--- src/rtci_regs.vh ---
// Register map, field positions and reset values of the interval timer.
// Included by the prescaler, the timer top, the checker and the bench, not by the synchroniser; holds definitions only.
`ifndef RTCI_REGS_VH
`define RTCI_REGS_VH

// Byte offsets on the Avalon-MM slave, one 32-bit word each.
`define RTCI_OFS_CONTROL   5'h00
`define RTCI_OFS_COUNT     5'h04
`define RTCI_OFS_PERIOD    5'h08
`define RTCI_OFS_STATUS    5'h0C
`define RTCI_OFS_CLEAR     5'h10
`define RTCI_OFS_ENABLE    5'h14
`define RTCI_OFS_PRIORITY  5'h18

// Control register fields.
`define RTCI_BIT_RUN       15
`define RTCI_BIT_IDLE_HALT 13
`define RTCI_BIT_GATE      6
`define RTCI_BIT_PS_HI     5
`define RTCI_BIT_PS_LO     4
`define RTCI_BIT_SYNC      2
`define RTCI_BIT_SRC       1
`define RTCI_CONTROL_MASK  16'hA076

// Status, clear and enable share this layout.
`define RTCI_BIT_PERIOD_EV 0
`define RTCI_EV_WIDTH      1

// Reset values.
`define RTCI_RST_CONTROL   16'h0000
`define RTCI_RST_COUNT     16'h0000
`define RTCI_RST_PERIOD    16'hFFFF
`define RTCI_RST_PRIORITY  3'h0
`define RTCI_PRIO_WIDTH    3

// Prescale select codes and terminal counts (ratio minus one).
`define RTCI_PS_1          2'h0
`define RTCI_PS_8          2'h1
`define RTCI_PS_64         2'h2
`define RTCI_PS_256        2'h3
`define RTCI_PS_TC_1       8'h00
`define RTCI_PS_TC_8       8'h07
`define RTCI_PS_TC_64      8'h3F
`define RTCI_PS_TC_256     8'hFF

`endif

--- src/rtci_prescaler.v ---
// Prescaler that passes one of every 1, 8, 64 or 256 input pulses.
// Assumes single-cycle input pulses on ref_clk_i and a clock enable.
`timescale 1ns/100ps
`include "rtci_regs.vh"

module rtci_prescaler (
  // Clock and reset.
  input wire ref_clk_i,
  input wire arst_n_i,
  input wire ce_i,
  // Control.
  input wire clear_i,
  input wire [1:0] prescale_select_i,
  // Pulses.
  input wire tick_i,
  output wire tick_o
);

  reg [7:0] div_ff;
  reg [7:0] terminal;

  always @* begin
    case (prescale_select_i)
      `RTCI_PS_1: terminal = `RTCI_PS_TC_1;
      `RTCI_PS_8: terminal = `RTCI_PS_TC_8;
      `RTCI_PS_64: terminal = `RTCI_PS_TC_64;
      `RTCI_PS_256: terminal = `RTCI_PS_TC_256;
      default: terminal = `RTCI_PS_TC_1;
    endcase
  end

  // A pulse leaves on the input pulse that meets the terminal count.
  assign tick_o = tick_i && (div_ff == terminal);

  always @(posedge ref_clk_i or negedge arst_n_i) begin
    if (!arst_n_i) begin
      div_ff <= 8'h00;
    end else if (ce_i) begin
      if (clear_i || tick_o) begin
        div_ff <= 8'h00;
      end else if (tick_i) begin
        div_ff <= div_ff + 8'h01;
      end
    end
  end

endmodule

--- src/rtci_sync.v ---
// Two-stage synchroniser with a pulse on either edge of the synchronised level.
// Assumes the input may change at any time relative to ref_clk_i.
`timescale 1ns/100ps

module rtci_sync (
  // Clock and reset.
  input wire ref_clk_i,
  input wire arst_n_i,
  input wire ce_i,
  // Level in, edge out.
  input wire level_i,
  output wire edge_o
);

  reg meta_ff;
  reg stable_ff;
  reg last_ff;

  // Only the second stage reads the first, to keep metastability contained.
  always @(posedge ref_clk_i or negedge arst_n_i) begin
    if (!arst_n_i) begin
      meta_ff <= 1'b0;
      stable_ff <= 1'b0;
      last_ff <= 1'b0;
    end else if (ce_i) begin
      meta_ff <= level_i;
      stable_ff <= meta_ff;
      last_ff <= stable_ff;
    end
  end

  assign edge_o = stable_ff ^ last_ff;

endmodule

--- src/rtci_timer.v ---
// Top of the 16-bit interval timer with its Avalon-MM register slave.
// Assumes one clock; the count input pin and gate are sampled on ref_clk_i.
//
// Summary of operation
// - 16-bit counter for time base or counting.
// - Can run from low-power crystal clock.
// - Asynchronous mode counts external input edges directly; the code finds the edges from samples of the pin taken on ref_clk_i.
// - Synchronised external input resynchronised after prescaler.
// - Timer modes internal clock; counter modes external.
// - Run bit 15 starts and stops counting.
// - Idle-halt bit 13 stops timer in idle.
// - Gate bit 6 gates internal clock only.
// - Prescale bits 5-4 divide 256/64/8/1.
// - Sync bit 2 used only with external clock.
// - Source bit 1 picks external or internal.
// - Unimplemented control bits read as zero.
//
// Local design decisions: register access over Avalon-MM and the register addresses.
`timescale 1ns/100ps
`include "rtci_regs.vh"

module rtci_timer (
  // Clock, reset and clock enable.
  input wire ref_clk_i,
  input wire arst_n_i,
  input wire ce_i,
  // Avalon-MM slave.
  input wire [4:0] avs_address_i,
  input wire avs_read_i,
  input wire avs_write_i,
  input wire [31:0] avs_writedata_i,
  input wire [3:0] avs_byteenable_i,
  output wire [31:0] avs_readdata_o,
  output wire avs_waitrequest_o,
  // Device and pin inputs.
  input wire external_count_input_i,
  input wire gate_i,
  input wire idle_i,
  // Interrupt.
  output wire irq_o,
  output wire [2:0] timer_irq_priority_o
);

  reg [15:0] timer1_control_ff;
  reg [15:0] count_ff;
  reg [15:0] period_value_ff;
  reg [`RTCI_EV_WIDTH-1:0] status_ff;
  reg [`RTCI_EV_WIDTH-1:0] timer_irq_enable_ff;
  reg [`RTCI_PRIO_WIDTH-1:0] prio_ff;
  reg ack_ff;
  reg [31:0] rdata_ff;
  reg ext_last_ff;
  reg sync_toggle_ff;

  reg [15:0] nxt_count;
  reg [31:0] rd_value;

  wire count_run;
  wire idle_halt;
  wire gated_accumulate;
  wire [1:0] prescale_select;
  wire ext_clock_sync_select;
  wire clock_source_select;
  wire active;
  wire ext_rise;
  wire raw_tick;
  wire ps_tick;
  wire synced_tick;
  wire count_tick;
  wire wrap;
  wire bus_req;
  wire wr_take;
  wire [15:0] wr_lo;

  // Merge byte lanes 0 and 1 of a write over an existing 16-bit value.
  function [15:0] lane_merge;
    input [15:0] old_value;
    input [31:0] wdata;
    input [3:0] be;
    begin
      lane_merge[7:0] = be[0] ? wdata[7:0] : old_value[7:0];
      lane_merge[15:8] = be[1] ? wdata[15:8] : old_value[15:8];
    end
  endfunction

  function hit;
    input [4:0] addr;
    input [4:0] offset;
    begin
      hit = (addr == offset);
    end
  endfunction

  assign count_run = timer1_control_ff[`RTCI_BIT_RUN];
  assign idle_halt = timer1_control_ff[`RTCI_BIT_IDLE_HALT];
  assign gated_accumulate = timer1_control_ff[`RTCI_BIT_GATE];
  assign prescale_select =
    timer1_control_ff[`RTCI_BIT_PS_HI:`RTCI_BIT_PS_LO];
  assign ext_clock_sync_select = timer1_control_ff[`RTCI_BIT_SYNC];
  assign clock_source_select = timer1_control_ff[`RTCI_BIT_SRC];

  // Counting needs the run bit and, when idle-halt is set, no idle.
  assign active = count_run && !(idle_halt && idle_i);

  // The pin may carry the 32 kHz crystal clock; its rising edges count.
  assign ext_rise = external_count_input_i && !ext_last_ff;

  // Internal source ticks every enabled cycle; gate applies to it only.
  assign raw_tick = clock_source_select ? ext_rise :
    (!gated_accumulate || gate_i);

  rtci_prescaler u_prescaler (
    .ref_clk_i(ref_clk_i),
    .arst_n_i(arst_n_i),
    .ce_i(ce_i),
    .clear_i(!active),
    .prescale_select_i(prescale_select),
    .tick_i(raw_tick && active),
    .tick_o(ps_tick)
  );

  // The prescaled external pulse crosses as a toggle into the counter.
  rtci_sync u_sync (
    .ref_clk_i(ref_clk_i),
    .arst_n_i(arst_n_i),
    .ce_i(ce_i),
    .level_i(sync_toggle_ff),
    .edge_o(synced_tick)
  );

  // Synchronised counting adds three cycles of latency after the prescaler.
  assign count_tick = (clock_source_select && ext_clock_sync_select) ?
    (synced_tick && active) : ps_tick;

  assign wrap = count_tick && (count_ff == period_value_ff);

  always @* begin
    if (wrap) begin
      nxt_count = `RTCI_RST_COUNT;
    end else if (count_tick) begin
      nxt_count = count_ff + 16'h0001;
    end else begin
      nxt_count = count_ff;
    end
  end

  // Bus answers one cycle after the request appears.
  assign bus_req = avs_read_i || avs_write_i;
  assign avs_waitrequest_o = bus_req && !ack_ff;
  assign wr_take = avs_write_i && ack_ff;
  assign avs_readdata_o = rdata_ff;
  assign wr_lo = avs_writedata_i[15:0];

  always @* begin
    rd_value = 32'h00000000;
    case (avs_address_i)
      `RTCI_OFS_CONTROL: rd_value[15:0] =
        timer1_control_ff & `RTCI_CONTROL_MASK;
      `RTCI_OFS_COUNT: rd_value[15:0] = count_ff;
      `RTCI_OFS_PERIOD: rd_value[15:0] = period_value_ff;
      `RTCI_OFS_STATUS: rd_value[`RTCI_EV_WIDTH-1:0] = status_ff;
      `RTCI_OFS_ENABLE: rd_value[`RTCI_EV_WIDTH-1:0] = timer_irq_enable_ff;
      `RTCI_OFS_PRIORITY: rd_value[`RTCI_PRIO_WIDTH-1:0] = prio_ff;
      default: rd_value = 32'h00000000;
    endcase
  end

  always @(posedge ref_clk_i or negedge arst_n_i) begin
    if (!arst_n_i) begin
      ack_ff <= 1'b0;
      rdata_ff <= 32'h00000000;
    end else if (ce_i) begin
      ack_ff <= bus_req && !ack_ff;
      if (avs_read_i && !ack_ff) begin
        rdata_ff <= rd_value;
      end
    end
  end

  always @(posedge ref_clk_i or negedge arst_n_i) begin
    if (!arst_n_i) begin
      timer1_control_ff <= `RTCI_RST_CONTROL;
      period_value_ff <= `RTCI_RST_PERIOD;
      timer_irq_enable_ff <= {`RTCI_EV_WIDTH{1'b0}};
      prio_ff <= `RTCI_RST_PRIORITY;
    end else if (ce_i && wr_take) begin
      if (hit(avs_address_i, `RTCI_OFS_CONTROL)) begin
        timer1_control_ff <= lane_merge(timer1_control_ff,
          avs_writedata_i, avs_byteenable_i) & `RTCI_CONTROL_MASK;
      end
      if (hit(avs_address_i, `RTCI_OFS_PERIOD)) begin
        period_value_ff <= lane_merge(period_value_ff,
          avs_writedata_i, avs_byteenable_i);
      end
      if (hit(avs_address_i, `RTCI_OFS_ENABLE) && avs_byteenable_i[0]) begin
        timer_irq_enable_ff <= wr_lo[`RTCI_EV_WIDTH-1:0];
      end
      if (hit(avs_address_i, `RTCI_OFS_PRIORITY) && avs_byteenable_i[0])
      begin
        prio_ff <= wr_lo[`RTCI_PRIO_WIDTH-1:0];
      end
    end
  end

  // A software write to the count wins over a tick in the same cycle.
  always @(posedge ref_clk_i or negedge arst_n_i) begin
    if (!arst_n_i) begin
      count_ff <= `RTCI_RST_COUNT;
    end else if (ce_i) begin
      if (wr_take && hit(avs_address_i, `RTCI_OFS_COUNT)) begin
        count_ff <= lane_merge(count_ff, avs_writedata_i, avs_byteenable_i);
      end else begin
        count_ff <= nxt_count;
      end
    end
  end

  // A wrap in the clearing cycle keeps its flag: the set wins.
  always @(posedge ref_clk_i or negedge arst_n_i) begin
    if (!arst_n_i) begin
      status_ff <= {`RTCI_EV_WIDTH{1'b0}};
    end else if (ce_i) begin
      if (wr_take && hit(avs_address_i, `RTCI_OFS_CLEAR) &&
          avs_byteenable_i[0]) begin
        status_ff <= (status_ff & ~wr_lo[`RTCI_EV_WIDTH-1:0]) |
          {`RTCI_EV_WIDTH{wrap}};
      end else if (wrap) begin
        status_ff[`RTCI_BIT_PERIOD_EV] <= 1'b1;
      end
    end
  end

  always @(posedge ref_clk_i or negedge arst_n_i) begin
    if (!arst_n_i) begin
      ext_last_ff <= 1'b0;
      sync_toggle_ff <= 1'b0;
    end else if (ce_i) begin
      ext_last_ff <= external_count_input_i;
      if (ps_tick && clock_source_select && ext_clock_sync_select) begin
        sync_toggle_ff <= !sync_toggle_ff;
      end
    end
  end

  assign irq_o = |(status_ff & timer_irq_enable_ff);
  assign timer_irq_priority_o = prio_ff;

endmodule

--- config.mk ---
export PLATFORM = sky130hd
export DESIGN_NAME = rtci_timer
export DESIGN_NICKNAME = d
export VERILOG_FILES = /design/src/rtci_prescaler.v /design/src/rtci_sync.v /design/src/rtci_timer.v
export VERILOG_INCLUDE_DIRS = /design/src
export SDC_FILE = /design/constraint.sdc
export NUM_CORES = 1
export LEC_CHECK = 0
export BUFFER_PORTS_ARGS = -buffer_cell sky130_fd_sc_hd__buf_4
export CORE_AREA = 3 3 89 91
export DETAILED_ROUTE_END_ITERATION = 10
export DIE_AREA = 0 0 92 94
export PLACE_DENSITY = 0.82
export SLEW_MARGIN = 30
export SYNTH_ARGS = -nofsm -noshare
export SYNTH_HDL_FRONTEND = slang
export SYNTH_SLANG_ARGS = --single-unit
--- constraint.sdc ---
create_clock -name ref_clk_i -period 6.19 [get_ports ref_clk_i]
set_input_delay 0.619 -clock ref_clk_i [delete_from_list [all_inputs] [get_ports ref_clk_i]]
set_output_delay 0.619 -clock ref_clk_i [all_outputs]
set_load 0.01 [all_outputs]
==> impl_metrics.py <==
metrics = {
    "yosys": {
        "synth_edf_count": 0,
        "syn_area_per_cell_um2": 9.91,
        "synth_top_flop_cell": "dfrtp_1",
        "synthCells": 434,
        "ys_types": 62,
        "yosysMostFrequentCell": "dfrtp_1",
        "synth_top_cell_by_area": "dfrtp_1",
        "yosys.area.top_type_share": 0.338,
        "yosys_warnings": 0,
        "synthTopCellsByCount": "dfrtp_1, nand2_1, o21ai_1, mux2_1, clkbuf_1",
        "async_reset_ff_frac": 1.00,
        "ys_seq_area_frac": 0.435,
        "syn_area_um2": 4300,
        "ys_ff_latch": 74,
        "synthTopCellsByArea": "dfrtp_1, dfstp_2, mux2_1, nand2_1, o21ai_1",
    },
    "timing": {
        "fin_crit_ns": 2.89,
        "rsz0062_at_grt": "false",
        "tns_ns": 0,
        "fin_skew_ns": 0.00920,
        "drv_slew": 0,
        "slew_headroom": 0.434,
        "fmax_mhz": 346,
        "setup_viol": 0,
        "worstMarginPinSlew_ns": 0.846,
        "final-hold-violation-count": 0,
        "finalCritPeriodShare": 0.466,
    },
    "clock_network": {
        "clock_latency_ns": 0.34,
        "cts_hold_buf": 0,
        "cts_setup_buffers": 0,
        "cts_buffer_depth": 2,
        "cts_resized": 0,
        "cts_root_buf": "clkbuf_8",
        "cts_tree": "done",
        "cts_buffers": 9,
        "clock-sinks": 74,
        "clk_transition_reported_paths_ns": 0.08,
        "htree_levels": 3,
    },
    "grt": {
        "grt_first_pass_wirelength_um": 17300,
        "met3_usage": 0.0393,
        "grt_use_met1": 0.341,
        "grt_max_degree": 75,
        "grt_pass1_vias": 3427,
        "grt_util_met2": 0.400,
        "grt-ovfl-total": 0,
        "grtUsageTotal": 0.253,
        "antenna_found_initial": 0,
        "grt-busiest-layer": "met2",
    },
    "pwr": {
        "swShare": 0.253,
        "power_frac_clock": 0.407,
        "seqPwrFrac": 0.472,
        "p_sw_uw": 291,
        "power_density_nw_per_um2": 235,
        "comb_power_share": 0.121,
        "internal_power_uw": 861,
        "ir_worst_vdd_v": 0.000187,
        "leakage_uw": 0.00214,
    },
    "drt": {
        "ant_nets": 0,
        "num_vias": 3575,
        "viasPerCell": 6.23,
        "drtPass1Iterations": 6,
        "wl_um": 10600,
        "wl_per_cell_um": 18.5,
        "drtIter0Drc": 375,
        "remaining_drc_errors": 0,
    },
    "outcome": {
        "status": "completed",
    },
    "worst_setup_path": {
        "critPathTopFamily": "compound AO/OA/AOI/OAI gates",
        "cp_data_arrival_time_ns": 3.13,
        "r2r_setup_slack_ns": 3.36,
        "crit_buf_inv": 1,
        "cpPeakStageDelay_ns": 0.71,
        "cp_max_fo": 31,
        "cp.required_ns": 6.43,
        "crit_chain": "buf_4, nor4_1, and4_2, a41oi_1, a21oi_2, o31ai_1, a21o_1",
        "worstSetupEndpointType": "flop",
        "crit_type": "input pin to flop",
        "cp-start-kind": "input pin",
        "slowest_stage": "and4_2",
    },
    "finish": {
        "instances_no_fill": 574,
        "design_area_um2": 4900,
        "nets": 521,
        "diodes": 0,
        "drive_above_1_share": 0.219,
        "areaGrowthSynthToFinish_pct": 13.8,
    },
    "floorplan": {
        "die_y_um": 94,
        "dieArea_um2": 8650,
        "die_x_um": 92,
        "core-area_um2": 7210,
        "initial_core_util": 0.596,
        "fp-row-count": 31,
        "pin_count": 86,
    },
    "min_path": {
        "hp-class": "input pin to async pin",
    },
    "run": {
        "drv_cap": 0,
    },
    "placed_design": {
        "dpl-instance-area_um2": 4630,
        "place_inst": 558,
        "port_buffers": 51,
        "routabilityCongestion": 0.889,
        "dp_hpwl_um": 7540,
    },
}
-- routing by layer --
layer  routed length (µm)  share of wire
met1                 4450           0.42
met2                 5170           0.49
met3                  647          0.061
met4                  333          0.031
met5                    0              0
-- state kept, by name, summed over array words and instances (netlist names) --
register,flops
ack_ff,1
u_sync.last_ff,1
status_ff,1
u_prescaler.div_ff,8
timer_irq_enable_ff,1
u_sync.meta_ff,1
u_sync.stable_ff,1
ext_last_ff,1
count_ff,16
timer1_control_ff,7
sync_toggle_ff,1
avs_readdata_o,16
timer_irq_priority_o,3
period_value_ff,16
-- layout by cell type (no fill, tap or decap), types with 5 or more instances in the layout --
master    instances
dfrtp_1          58
buf_4            50
nand2_1          47
o21ai_1          32
mux2_1           25
nand3_1          19
xor2_1           17
conb_1           16
dfstp_2          16
nor2_1           13
a22o_1           11
clkbuf_8         11
inv_1            10
nand4_1           9
nor3_1            8
a31oi_1           8
a22oi_1           8
a21oi_1           7
mux2_2            7
nor4_1            6
o31ai_1           6
or3_1             6
o21ai_0           6
nand2b_1          5
a222oi_1          5
mux2i_1           5
-- path summary, 6_finish.rpt --
check / startpoint / end / cells after the start
hold reg to reg: sync_toggle_ff$_DFFE_PN0P_ / sync_toggle_ff$_DFFE_PN0P_ / 1
setup reg to reg: count_ff[2]$_DFFE_PN0P_ / count_ff[2]$_DFFE_PN0P_ / 6
max in group asynchronous: arst_n_i / timer_irq_priority_o[2]$_DFFE_PN0P_ / 1
min in group ref_clk_i: sync_toggle_ff$_DFFE_PN0P_ / sync_toggle_ff$_DFFE_PN0P_ / 1
setup / recovery: avs_address_i[4] / count_ff[7]$_DFFE_PN0P_ / 7
hold / removal: arst_n_i / u_prescaler.div_ff[2]$_DFFE_PN0P_ / 1
-- cell families (layout without fill, tap and decap cells) --
family | after synthesis | after routing | synth area share
DFF | 74 | 74 | 0.435
other | 1 | 16 | 0.000872
and+or+nand+nor | 137 | 137 | 0.169
muxes | 37 | 37 | 0.0954
xor gates and xnor gates | 18 | 18 | 0.0367
buffers and inverters | 51 | 77 | 0.0634
AOI/OAI and AO/OA | 114 | 114 | 0.193
adders and majority gates | 2 | 2 | 0.00582
-- layout make-up --
| cell class | count | area, µm² |
|---|---|---|
| flip-flops and latches | 74 | 1870 |
| multi-input cells | 324 | 2220 |
| fillers | 573 | 2320 |
| inverters | 10 | 37.5 |
| repair buffers | 51 | 387 |
| clock buffers | 12 | 155 |
| clock inverters | 4 | 97.6 |
| well taps | 99 | 124 |
-- metrics by stage --
| step | hold WS (ns) | utilization | setup slack (ns) | power (µW) |
|---|---|---|---|---|
| after CTS | 0.446 | 0.677 | 3.36 | 1150 |
| after global placement | 0.456 | 0.642 | 2.42 | 685 |
| after global routing | 0.339 | 0.679 | 3.08 | 1200 |
| after detailed placement | 0.477 | 0.642 | 3.00 | 690 |
| after floorplan | 0.323 | - | 3.85 | 637 |
| final | 0.292 | 0.679 | 3.30 | 1150 |
-- power by group through the flow --
| stage | registers (µW) | clock network [µW] | logic [µW] |
|---|---|---|---|
| global placement | 550 | 0 | 135 |
| global route | 549 | 494 | 155 |
| floorplan | 541 | 0 | 96.2 |
| finish | 544 | 469 | 139 |
| detailed placement | 552 | 0 | 138 |
| CTS | 543 | 471 | 139 |
(Power assumes the default switching activity.)
